File: config.mk
export PLATFORM = sky130hd
export DESIGN_NAME = can_mode_ctrl
export DESIGN_NICKNAME = d
export VERILOG_FILES = /design/src/rtl/can_mode_pkg.sv /design/src/rtl/can_word_store.sv /design/src/rtl/can_mode_seq.sv /design/src/rtl/can_mode_ctrl.sv
export VERILOG_INCLUDE_DIRS = /design/src /design/src/rtl
export SDC_FILE = /design/constraint.sdc
export NUM_CORES = 1
export LEC_CHECK = 0
export BUFFER_PORTS_ARGS = -buffer_cell sky130_fd_sc_hd__buf_4
export CAP_MARGIN = 20
export CELL_PAD_IN_SITES_DETAIL_PLACEMENT = 1
export CELL_PAD_IN_SITES_GLOBAL_PLACEMENT = 2
export CORE_MARGIN = 4
export CORE_UTILIZATION = 34
export CTS_CLUSTER_DIAMETER = 150
export CTS_CLUSTER_SIZE = 14
export DETAILED_ROUTE_END_ITERATION = 10
export GPL_ROUTABILITY_DRIVEN = 0
export GPL_TIMING_DRIVEN = 0
export HOLD_SLACK_MARGIN = 0.08
export PLACE_DENSITY_LB_ADDON = 0.1
export SETUP_SLACK_MARGIN = 0.4
export SYNTH_ARGS = -nofsm -noshare
export SYNTH_HDL_FRONTEND = slang
export SYNTH_SLANG_ARGS = --single-unit
File: constraint.sdc
create_clock -name aclk -period 2.7 [get_ports aclk]
set_clock_uncertainty 0.1 [all_clocks]
set_input_delay 0.54 -clock aclk [delete_from_list [all_inputs] [get_ports aclk]]
set_output_delay 0.54 -clock aclk [all_outputs]
set_load 0.01 [all_outputs]
File: src/rtl/can_mode_map.svh
// offsets, field positions, reset values and mode codes for the can
// control block; assumes a 32-bit axi4-lite slave, one word a register
// Operation
// halt-in-idle set stops the controller while the device idles.
// abort-all aborts every pending transmit; hardware clears it when done.
// clock select 1 gives controller clock twice peripheral, else equal.
// requested mode codes: 111,100,011,010,001,000; 110 and 101 reserved.
// read-only current mode field reports the mode in force, same codes.
// reset puts both mode fields at configuration; other bits zero.
// capture enable makes each received message raise a capture event.
// window select steers shared map to filters when 1, buffers when 0.
// buffer word four holds byte 2 low, byte 3 high, no reset.
// buffer word five holds byte 4 low, byte 5 high, no reset.
// current mode updates only after the requested switch has happened.
`ifndef CAN_MODE_MAP_SVH
`define CAN_MODE_MAP_SVH
`define OFS_CTRL 8'h00
`define OFS_WORD_FOUR 8'h04
`define OFS_WORD_FIVE 8'h08
`define OFS_STATUS 8'h0c
`define BIT_HALT_IDLE 13
`define BIT_ABORT 12
`define BIT_CLK_SEL 11
`define REQ_HI 10
`define REQ_LO 8
`define CUR_HI 7
`define CUR_LO 5
`define BIT_CAP_EN 3
`define BIT_WINDOW 0
`define MODE_LISTEN_ALL 3'h7
`define MODE_RSV_A 3'h6
`define MODE_RSV_B 3'h5
`define MODE_CONFIG 3'h4
`define MODE_LISTEN_ONLY 3'h3
`define MODE_LOOPBACK 3'h2
`define MODE_DISABLE 3'h1
`define MODE_NORMAL 3'h0
`define RESET_MODE 3'h4
`define RESP_OKAY 2'h0
`define RESP_SLVERR 2'h2
`endif

File: src/rtl/can_mode_pkg.sv
// types shared by the can control block
// assumes can_mode_map.svh is on the include path
package can_mode_pkg;
	`include "can_mode_map.svh"
	typedef logic [2:0] mode_code_type;
	typedef logic [15:0] reg_word_type;
	typedef enum logic {SEQ_STABLE, SEQ_SWITCH} seq_state_type;
	function automatic logic is_reserved_mode(input mode_code_type m);
		is_reserved_mode = (m == `MODE_RSV_A) || (m == `MODE_RSV_B);
	endfunction
endpackage

File: src/rtl/can_word_store.sv
// small array of 16-bit words with byte-lane writes, no reset
// assumes writer gives index, data and two byte strobes
`timescale 1ns/10ps
module can_word_store #(
	parameter int WORDS = 2
) (
	// clock
	input wire logic aclk,
	// write port
	input wire logic wr_en,
	input wire logic [$clog2(WORDS)-1:0] wr_idx,
	input wire can_mode_pkg::reg_word_type wr_data,
	input wire logic [1:0] wr_strb,
	// read port
	input wire logic [$clog2(WORDS)-1:0] rd_idx,
	output can_mode_pkg::reg_word_type rd_data
);
	import can_mode_pkg::*;
	reg_word_type mem_ff [WORDS];
	reg_word_type nxt_word;
	if (WORDS < 2) $error("word store needs two words");
	// low lane is the even byte, high lane the odd byte
	always_comb
	begin
		nxt_word = mem_ff[wr_idx];
		if (wr_strb[0])
			nxt_word[7:0] = wr_data[7:0];
		if (wr_strb[1])
			nxt_word[15:8] = wr_data[15:8];
	end
	always_ff @(posedge aclk)
	begin
		if (wr_en)
			mem_ff[wr_idx] <= nxt_word;
	end
	assign rd_data = mem_ff[rd_idx];
endmodule // can_word_store

File: src/rtl/can_mode_seq.sv
// mode switch sequencer: moves current mode to requested at frame idle
// assumes frame_idle is high while the protocol engine sits between frames
`timescale 1ns/10ps
`include "can_mode_map.svh"
module can_mode_seq (
	// clock and reset
	input wire logic aclk,
	input wire logic aresetn,
	// request and link state
	input wire can_mode_pkg::mode_code_type req_mode,
	input wire logic frame_idle,
	// state
	output can_mode_pkg::mode_code_type cur_mode,
	output logic switching
);
	import can_mode_pkg::*;
	seq_state_type state_ff, nxt_state;
	mode_code_type cur_ff, nxt_cur;
	always_comb
	begin
		nxt_state = state_ff;
		nxt_cur = cur_ff;
		unique case (state_ff)
			SEQ_STABLE:
				if (req_mode != cur_ff)
					nxt_state = SEQ_SWITCH;
			SEQ_SWITCH:
				if (frame_idle)
				begin
					nxt_cur = req_mode;
					nxt_state = SEQ_STABLE;
				end
		endcase
	end
	always_ff @(posedge aclk)
	begin
		if (!aresetn)
		begin
			state_ff <= SEQ_STABLE;
			cur_ff <= `RESET_MODE;
		end
		else
		begin
			state_ff <= nxt_state;
			cur_ff <= nxt_cur;
		end
	end
	assign cur_mode = cur_ff;
	assign switching = (state_ff == SEQ_SWITCH);
endmodule // can_mode_seq

File: src/rtl/can_mode_ctrl.sv
// can control register, mode sequencing and buffer words 4/5 behind
// an axi4-lite slave; assumes a protocol engine reporting frame idle,
// pending transmit buffers and received messages
//
// The placing of the registers and the AXI4-Lite interface to the registers were chosen for this implementation.
`timescale 1ns/10ps
`include "can_mode_map.svh"
module can_mode_ctrl #(
	parameter int TX_BUFFERS = 8
) (
	// clock and reset
	input wire logic aclk,
	input wire logic aresetn,
	// axi4-lite write address
	input wire logic awvalid,
	output logic awready,
	input wire logic [7:0] awaddr,
	// axi4-lite write data
	input wire logic wvalid,
	output logic wready,
	input wire logic [31:0] wdata,
	input wire logic [3:0] wstrb,
	// axi4-lite write response
	output logic bvalid,
	input wire logic bready,
	output logic [1:0] bresp,
	// axi4-lite read address
	input wire logic arvalid,
	output logic arready,
	input wire logic [7:0] araddr,
	// axi4-lite read data
	output logic rvalid,
	input wire logic rready,
	output logic [31:0] rdata,
	output logic [1:0] rresp,
	// device and engine status
	input wire logic device_idle,
	input wire logic frame_idle,
	input wire logic [TX_BUFFERS-1:0] tx_pending,
	input wire logic rx_msg_done,
	// controls to the engine
	output logic controller_run,
	output logic abort_all_transmit,
	output logic controller_clock_double,
	output logic window_filter,
	output can_mode_pkg::mode_code_type active_mode,
	output logic capture_event
);
	import can_mode_pkg::*;
	if (TX_BUFFERS < 1 || TX_BUFFERS > 24)
		$error("tx buffer count out of range");

	// control bits
	logic halt_in_idle_ff, nxt_halt_in_idle;
	logic abort_ff, nxt_abort;
	logic clk_sel_ff, nxt_clk_sel;
	mode_code_type req_ff, nxt_req;
	logic cap_en_ff, nxt_cap_en;
	logic window_ff, nxt_window;
	// axi state
	logic awready_ff, nxt_awready;
	logic wready_ff, nxt_wready;
	logic arready_ff, nxt_arready;
	logic [7:0] waddr_ff, nxt_waddr;
	logic [15:0] wdata_ff, nxt_wdata;
	logic [1:0] wstrb_ff, nxt_wstrb;
	logic bvalid_ff, nxt_bvalid;
	logic [1:0] bresp_ff, nxt_bresp;
	logic rvalid_ff, nxt_rvalid;
	logic [31:0] rdata_ff, nxt_rdata;
	logic [1:0] rresp_ff, nxt_rresp;
	// engine-facing outputs
	logic run_ff, nxt_run;
	logic capture_ff, nxt_capture;
	mode_code_type mode_out_ff, nxt_mode_out;
	// internals
	mode_code_type cur_mode;
	logic switching;
	logic do_write;
	logic word_sel;
	reg_word_type buf_rd, flt_rd;
	logic buf_wr, flt_wr;

	function automatic logic is_shared(input logic [7:0] a);
		is_shared = (a == `OFS_WORD_FOUR) || (a == `OFS_WORD_FIVE);
	endfunction
	function automatic logic is_mapped(input logic [7:0] a);
		is_mapped = (a == `OFS_CTRL) || is_shared(a) ||
			(a == `OFS_STATUS);
	endfunction

	assign do_write = !awready_ff && !wready_ff && !bvalid_ff;
	assign word_sel = (waddr_ff == `OFS_WORD_FIVE);
	// shared offsets reach filters or buffers by window
	assign buf_wr = do_write && is_shared(waddr_ff) && !window_ff;
	assign flt_wr = do_write && is_shared(waddr_ff) && window_ff;

	can_word_store #(.WORDS(2)) buffer_words (
		.aclk(aclk),
		.wr_en(buf_wr),
		.wr_idx(word_sel),
		.wr_data(wdata_ff),
		.wr_strb(wstrb_ff),
		.rd_idx(araddr == `OFS_WORD_FIVE),
		.rd_data(buf_rd)
	);
	can_word_store #(.WORDS(2)) filter_words (
		.aclk(aclk),
		.wr_en(flt_wr),
		.wr_idx(word_sel),
		.wr_data(wdata_ff),
		.wr_strb(wstrb_ff),
		.rd_idx(araddr == `OFS_WORD_FIVE),
		.rd_data(flt_rd)
	);
	can_mode_seq mode_seq (
		.aclk(aclk),
		.aresetn(aresetn),
		.req_mode(req_ff),
		.frame_idle(frame_idle),
		.cur_mode(cur_mode),
		.switching(switching)
	);

	// control register writes and hardware clears
	always_comb
	begin
		nxt_halt_in_idle = halt_in_idle_ff;
		nxt_abort = abort_ff;
		nxt_clk_sel = clk_sel_ff;
		nxt_req = req_ff;
		nxt_cap_en = cap_en_ff;
		nxt_window = window_ff;
		if (abort_ff && tx_pending == '0)
			nxt_abort = 1'b0;
		if (do_write && waddr_ff == `OFS_CTRL)
		begin
			if (wstrb_ff[1])
			begin
				nxt_halt_in_idle = wdata_ff[`BIT_HALT_IDLE];
				if (wdata_ff[`BIT_ABORT])
					nxt_abort = 1'b1;
				nxt_clk_sel = wdata_ff[`BIT_CLK_SEL];
				if (!is_reserved_mode(wdata_ff[`REQ_HI:`REQ_LO]))
					nxt_req = wdata_ff[`REQ_HI:`REQ_LO];
			end
			if (wstrb_ff[0])
			begin
				nxt_cap_en = wdata_ff[`BIT_CAP_EN];
				nxt_window = wdata_ff[`BIT_WINDOW];
			end
		end
	end

	// engine-facing outputs
	always_comb
	begin
		nxt_run = !(halt_in_idle_ff && device_idle) &&
			(cur_mode != `MODE_DISABLE);
		nxt_capture = cap_en_ff && rx_msg_done;
		nxt_mode_out = cur_mode;
	end

	// axi write channel
	always_comb
	begin
		nxt_awready = awready_ff;
		nxt_wready = wready_ff;
		nxt_waddr = waddr_ff;
		nxt_wdata = wdata_ff;
		nxt_wstrb = wstrb_ff;
		nxt_bvalid = bvalid_ff;
		nxt_bresp = bresp_ff;
		if (awvalid && awready_ff)
		begin
			nxt_awready = 1'b0;
			nxt_waddr = awaddr;
		end
		if (wvalid && wready_ff)
		begin
			nxt_wready = 1'b0;
			nxt_wdata = wdata[15:0];
			nxt_wstrb = wstrb[1:0];
		end
		if (do_write)
		begin
			nxt_bvalid = 1'b1;
			nxt_bresp = is_mapped(waddr_ff) ? `RESP_OKAY : `RESP_SLVERR;
		end
		if (bvalid_ff && bready)
		begin
			nxt_bvalid = 1'b0;
			nxt_awready = 1'b1;
			nxt_wready = 1'b1;
		end
	end

	// axi read channel
	always_comb
	begin
		nxt_rvalid = rvalid_ff;
		nxt_rdata = rdata_ff;
		nxt_rresp = rresp_ff;
		if (arvalid && !rvalid_ff)
		begin
			nxt_rvalid = 1'b1;
			nxt_rresp = `RESP_OKAY;
			nxt_rdata = 32'h0000_0000;
			unique case (araddr)
				`OFS_CTRL:
				begin
					nxt_rdata[`BIT_HALT_IDLE] = halt_in_idle_ff;
					nxt_rdata[`BIT_ABORT] = abort_ff;
					nxt_rdata[`BIT_CLK_SEL] = clk_sel_ff;
					nxt_rdata[`REQ_HI:`REQ_LO] = req_ff;
					nxt_rdata[`CUR_HI:`CUR_LO] = cur_mode;
					nxt_rdata[`BIT_CAP_EN] = cap_en_ff;
					nxt_rdata[`BIT_WINDOW] = window_ff;
				end
				`OFS_WORD_FOUR, `OFS_WORD_FIVE:
					nxt_rdata[15:0] = window_ff ? flt_rd : buf_rd;
				`OFS_STATUS:
				begin
					nxt_rdata[0] = switching;
					nxt_rdata[1] = run_ff;
					nxt_rdata[TX_BUFFERS+7:8] = tx_pending;
				end
				default:
					nxt_rresp = `RESP_SLVERR;
			endcase
		end
		else if (rvalid_ff && rready)
			nxt_rvalid = 1'b0;
		nxt_arready = !nxt_rvalid;
	end

	always_ff @(posedge aclk)
	begin
		if (!aresetn)
		begin
			halt_in_idle_ff <= 1'b0;
			abort_ff <= 1'b0;
			clk_sel_ff <= 1'b0;
			req_ff <= `RESET_MODE;
			cap_en_ff <= 1'b0;
			window_ff <= 1'b0;
			awready_ff <= 1'b1;
			wready_ff <= 1'b1;
			arready_ff <= 1'b1;
			waddr_ff <= 8'h00;
			wdata_ff <= 16'h0000;
			wstrb_ff <= 2'h0;
			bvalid_ff <= 1'b0;
			bresp_ff <= `RESP_OKAY;
			rvalid_ff <= 1'b0;
			rdata_ff <= 32'h0000_0000;
			rresp_ff <= `RESP_OKAY;
			run_ff <= 1'b0;
			capture_ff <= 1'b0;
			mode_out_ff <= `RESET_MODE;
		end
		else
		begin
			halt_in_idle_ff <= nxt_halt_in_idle;
			abort_ff <= nxt_abort;
			clk_sel_ff <= nxt_clk_sel;
			req_ff <= nxt_req;
			cap_en_ff <= nxt_cap_en;
			window_ff <= nxt_window;
			awready_ff <= nxt_awready;
			wready_ff <= nxt_wready;
			arready_ff <= nxt_arready;
			waddr_ff <= nxt_waddr;
			wdata_ff <= nxt_wdata;
			wstrb_ff <= nxt_wstrb;
			bvalid_ff <= nxt_bvalid;
			bresp_ff <= nxt_bresp;
			rvalid_ff <= nxt_rvalid;
			rdata_ff <= nxt_rdata;
			rresp_ff <= nxt_rresp;
			run_ff <= nxt_run;
			capture_ff <= nxt_capture;
			mode_out_ff <= nxt_mode_out;
		end
	end

	assign awready = awready_ff;
	assign wready = wready_ff;
	assign bvalid = bvalid_ff;
	assign bresp = bresp_ff;
	assign arready = arready_ff;
	assign rvalid = rvalid_ff;
	assign rdata = rdata_ff;
	assign rresp = rresp_ff;
	assign controller_run = run_ff;
	assign abort_all_transmit = abort_ff;
	assign controller_clock_double = clk_sel_ff;
	assign window_filter = window_ff;
	assign active_mode = mode_out_ff;
	assign capture_event = capture_ff;

	halt_idle_a: assert property (@(posedge aclk) disable iff (!aresetn)
		halt_in_idle_ff && device_idle |=> !controller_run)
		else $error("controller runs while halted in idle");
	abort_clear_a: assert property (@(posedge aclk) disable iff (!aresetn)
		abort_ff && tx_pending == '0 && !do_write |=> !abort_all_transmit)
		else $error("abort not cleared after all aborted");
	abort_hold_a: assert property (@(posedge aclk) disable iff (!aresetn)
		abort_ff && tx_pending != '0 |=> abort_all_transmit)
		else $error("abort dropped with transmits pending");
	clk_sel_a: assert property (@(posedge aclk) disable iff (!aresetn)
		do_write && waddr_ff == `OFS_CTRL && wstrb_ff[1]
		|=> controller_clock_double == $past(wdata_ff[`BIT_CLK_SEL]))
		else $error("clock select not taken");
	req_legal_a: assert property (@(posedge aclk) disable iff (!aresetn)
		!is_reserved_mode(req_ff))
		else $error("reserved mode requested");
	mode_reset_a: assert property (@(posedge aclk)
		!aresetn |=> cur_mode == `MODE_CONFIG && req_ff == `MODE_CONFIG)
		else $error("mode not configuration after reset");
	capture_a: assert property (@(posedge aclk) disable iff (!aresetn)
		rx_msg_done |=> capture_event == $past(cap_en_ff))
		else $error("capture event wrong");
	mode_switch_a: assert property (@(posedge aclk)
		disable iff (!aresetn)
		$changed(cur_mode) |-> $past(frame_idle) && cur_mode == $past(req_ff))
		else $error("mode changed without switch point");
	mode_report_a: assert property (@(posedge aclk) disable iff (!aresetn)
		arvalid && arready && araddr == `OFS_CTRL
		|=> rdata[`CUR_HI:`CUR_LO] == $past(cur_mode))
		else $error("current mode misreported");
endmodule // can_mode_ctrl

==> reports/summary.md <==
The flow ran to the end, and the final reports show no timing, DRC or antenna violations. Mean number of vias per cell: 4.83. STA classifies the critical path startpoint as a flop. Once detail routing completed, the nets flagged for antenna violations numbered 0.

After routing, the total negative slack on setup checks comes to 0 ns. The run gives 0 as the count of final setup violators. The total power per unit cell area is 690 mW/mm^2. The cell-internal power came out at 3670 uW. The wire length after detailed routing was 14.6 mm; the hold buffer count at cts was 0. After floorplanning, the core was divided into 45 placement rows. The transition time at the pin with the least slew margin is 0.843 ns, and the number of placed I/O pins is 119. The number of antenna cells inserted is 0, and the clock slew at the register clock pins of the worst setup and hold paths is 0.06 ns.

The die covers 0.0177 mm^2. The upper clock frequency limit came out at 0.460 GHz. The logs give 0 for the count of final max-slew check failures and 0.222 ns for the worst hold slack. The CTS sink count is 130. The average cell area after synthesis works out to 11.2 um^2. Buffers placed on the I/O ports in this run total 79.

Summing the areas of all and, or, nand and nor instances in the mapped netlist gives 14.4% of the synthesized area. For the via count of the first global-routing pass, the log shows 4113. The most frequent standard cell in the layout excluding fill and tap cells was sky130_fd_sc_hd__buf_4.

Of the total power, combinational logic draws 5.9%. Setup repair after global routing could not meet its margin everywhere. In this run the worst hold path is classified as in2reg. Summing the areas of all xor and xnor instances in the mapped netlist gives 0.991% of the synthesized area. In the synthesized netlist the async set-or-reset flop fraction comes to 0%. The count of different cell masters after synthesis was 39. The cell area after technology mapping is 0.00530 mm^2, and the synthesis-to-finish area growth is 29.2%. Clock tree synthesis inserted a total of 17 buffers.

The largest net degree at the start of global routing was 17; the number of warnings reported in the yosys synthesis log was 0. At the end of the flow the core is filled with cells to 44.9%. The first global-routing pass estimated 23.3 mm of wire. STA classifies the critical path endpoint as a flop.

The synthesized instance count was 472. The worst-case IR drop observed on VDD is 0.000465 V. Summed over all nets, the switching power comes to 1050 uW. Detailed-route DRC error count: 0. The worst setup path is of the reg2reg kind. The die boundary width was 133 um. In the layout the commonest cells are 97 x sky130_fd_sc_hd__buf_4, 77 x sky130_fd_sc_hd__nand2_1, 66 x sky130_fd_sc_hd__dfxtp_1.

The run gives 3917 as the via total after detailed routing. The post-route netlist has 25.3% of its cells at a drive strength greater than 1. Per-cell routed wire length: 18.0 um.

Data on the critical path arrives at its endpoint at 2.17 ns. Synthesis inferred 130 register bits. The initial antenna violation count was 0. The run gives 0 as the number of maximum-capacitance constraint violations. The post-route minimum period is 2.17 ns, and the required arrival time at the worst endpoint is 2.70 ns. The clock network power share is 48.8%. The first-pass detailed-route iteration total is 5, and the worst-case clock buffer depth is 2.

The dominant register cell in the synthesized netlist was sky130_fd_sc_hd__dfxtp_1. From bottom edge to top edge, the die measures 133 um. After synthesis, the largest family of logic cells by area is simple AND/OR/NAND/NOR gates. The analysis attributes to cell leakage a power of 0.00272 uW.

The synthesized netlist devotes 9.84% of its cell area to compound gates. TritonCTS built the clock tree. The cell at the root of the clock tree was sky130_fd_sc_hd__clkbuf_16.

The first routing iteration left 237 violations. The largest driver fanout on the critical path works out to 8. The region available for standard cell placement spans 0.0153 mm^2. The net total in the final layout is 657.

The logs give 17.1% for the global-route total usage across every layer and 0 for the total congestion overflow after global routing. Fraction of power spent switching nets: 22.3%. The run gives 45.3% as the portion of total power attributed to sequential cells. The run gives 0 as the number of failing hold endpoints at the final stage. In this run the tightest slew margin relative to its limit is 43.8%. The number of setup buffers added after CTS is 0. After layout, the worst path uses 80.5% of the clock period. Yosys mapped a number of flops with a built-in enable equal to 64. Worst-skew pair later-pin latency: 0.42 ns.

For this run, the register share of the synthesized area comes to 61.1%. Once detailed placement completed, the half-perimeter wirelength came to 10.8 mm. The portion of synthesized area spent on multiplexers is 8.68%. For this configuration, the core starts out at a cell density of 34.8%.

In this run the number of H-tree levels came out at 4. Arithmetic-cell share of the synthesized area counting full adders, half adders and majority gates: 0%.
==> per-stage QoR <==
| step | power, uW | cell area [um^2] | std cells | setup slack, ns |
|---|---|---|---|---|
| finish | 4730 | 6850 | 811 | 0.526 |
| global route | 4900 | 6850 | 811 | 0.390 |
| CTS | 4770 | 6830 | 811 | 0.475 |
| detailed placement | 2460 | 6220 | 779 | 0.0614 |
| global placement | 2450 | 6220 | 779 | 0.0735 |
| floorplan | 2320 | 5370 | 489 | 0.614 |
==> routing by layer <==
| layer | GRT usage (%) | wire length, um | up-vias |
|---|---|---|---|
| met2 | 27.4 | 7000 | 113 |
| li1 | - | - | 1896 |
| met1 | 22.7 | 6630 | 1890 |
| met4 | 5.02 | 192 | 0 |
| met5 | 0 | 0 | - |
| met3 | 4.94 | 751 | 18 |
==> Yosys cell counts, types with 2 or more instances <==
| cell | number | area share, % |
|---|---|---|
| sky130_fd_sc_hd__nand2b_1 | 5 | 0.59 |
| sky130_fd_sc_hd__nor2_1 | 20 | 1.4 |
| sky130_fd_sc_hd__o21ai_0 | 17 | 1.6 |
| sky130_fd_sc_hd__nor4_1 | 3 | 0.35 |
| sky130_fd_sc_hd__nand3_1 | 19 | 1.8 |
| sky130_fd_sc_hd__a21oi_1 | 39 | 3.7 |
| sky130_fd_sc_hd__and2_1 | 5 | 0.59 |
| sky130_fd_sc_hd__clkbuf_1 | 19 | 1.3 |
| sky130_fd_sc_hd__nor2b_1 | 5 | 0.59 |
| sky130_fd_sc_hd__buf_2 | 4 | 0.38 |
| sky130_fd_sc_hd__edfxtp_1 | 64 | 36 |
| sky130_fd_sc_hd__xor2_1 | 5 | 0.83 |
| sky130_fd_sc_hd__inv_1 | 7 | 0.50 |
| sky130_fd_sc_hd__a22o_1 | 11 | 1.8 |
| sky130_fd_sc_hd__a31oi_1 | 2 | 0.24 |
| sky130_fd_sc_hd__a32o_1 | 3 | 0.57 |
| sky130_fd_sc_hd__a22oi_1 | 8 | 1.1 |
| sky130_fd_sc_hd__buf_1 | 2 | 0.14 |
| sky130_fd_sc_hd__dfxtp_1 | 66 | 25 |
| sky130_fd_sc_hd__and3b_1 | 2 | 0.33 |
| sky130_fd_sc_hd__buf_4 | 18 | 2.5 |
| sky130_fd_sc_hd__mux2i_1 | 37 | 7.0 |
| sky130_fd_sc_hd__mux4_2 | 4 | 1.7 |
| sky130_fd_sc_hd__nand2_1 | 77 | 5.4 |
| sky130_fd_sc_hd__a221oi_1 | 2 | 0.33 |
| sky130_fd_sc_hd__and3_1 | 15 | 1.8 |
==> power groups by stage <==
stage          Clock, uW  Sequential (uW)  Combinational, uW
2_1_floorplan          0             2170                150
3_3_place_gp           0             2180                272
3_5_place_dp           0             2180                278
4_1_cts             2350             2140                280
5_1_grt             2440             2150                310
6_report            2310             2140                277
==> worst paths after layout <==
path              cells past startpoint                    endpoint   startpoint  slack, ns
setup / recovery                      4  buffer_words.mem_ff[1][11]  waddr_ff[7]       0.53
hold / removal                        2                      wready       wvalid       0.22
setup reg to reg                      4  buffer_words.mem_ff[1][11]  waddr_ff[7]       0.53
hold reg to reg                       2                    rdata[2]     rdata[2]       0.35
==> final cells by class <==
cell class	count	area [um^2]
Buffer	43	236
Sequential cell	130	3240
Clock buffer	18	429
Multi-Input combinational cell	309	1890
Tap cell	211	264
Clock inverter	14	164
Timing Repair Buffer	79	593
Fill cell	1679	8410
Inverter	7	26.3
==> flip-flops by register name, summed over array words and instances (netlist names), 2 cells and up <==
| signal | count |
|---|---|
| buffer_words.mem_ff | 32 |
| waddr_ff | 8 |
| filter_words.mem_ff | 32 |
| wstrb_ff | 2 |
| wdata_ff | 16 |
| rdata | 16 |
| req_ff | 3 |
| active_mode | 3 |
| mode_seq.cur_mode | 3 |
==> worst max-delay path, cell delays in order, from the launching register on <==
cell and delay [ns]:
sky130_fd_sc_hd__dfxtp_1 0.31, sky130_fd_sc_hd__or4_4 0.57, sky130_fd_sc_hd__nor3_2 0.27, sky130_fd_sc_hd__and3b_1 0.25, sky130_fd_sc_hd__and3_2 0.36
==> kinds of logic after synthesis <==
family          count (synthesis)
simple gates                  159
xor+xnor                        6
flops                         130
compound gates                 85
other cells                     1
buf+inv                        50
mux                            41
==> repair_timing <==
action                                  4_1_cts  5_1_grt
endpoints found under the setup margin       64       54
gates resized for setup                      10        6
endpoints found under the hold margin         0        0
No activity file was read; power rests on OpenSTA's default activity.
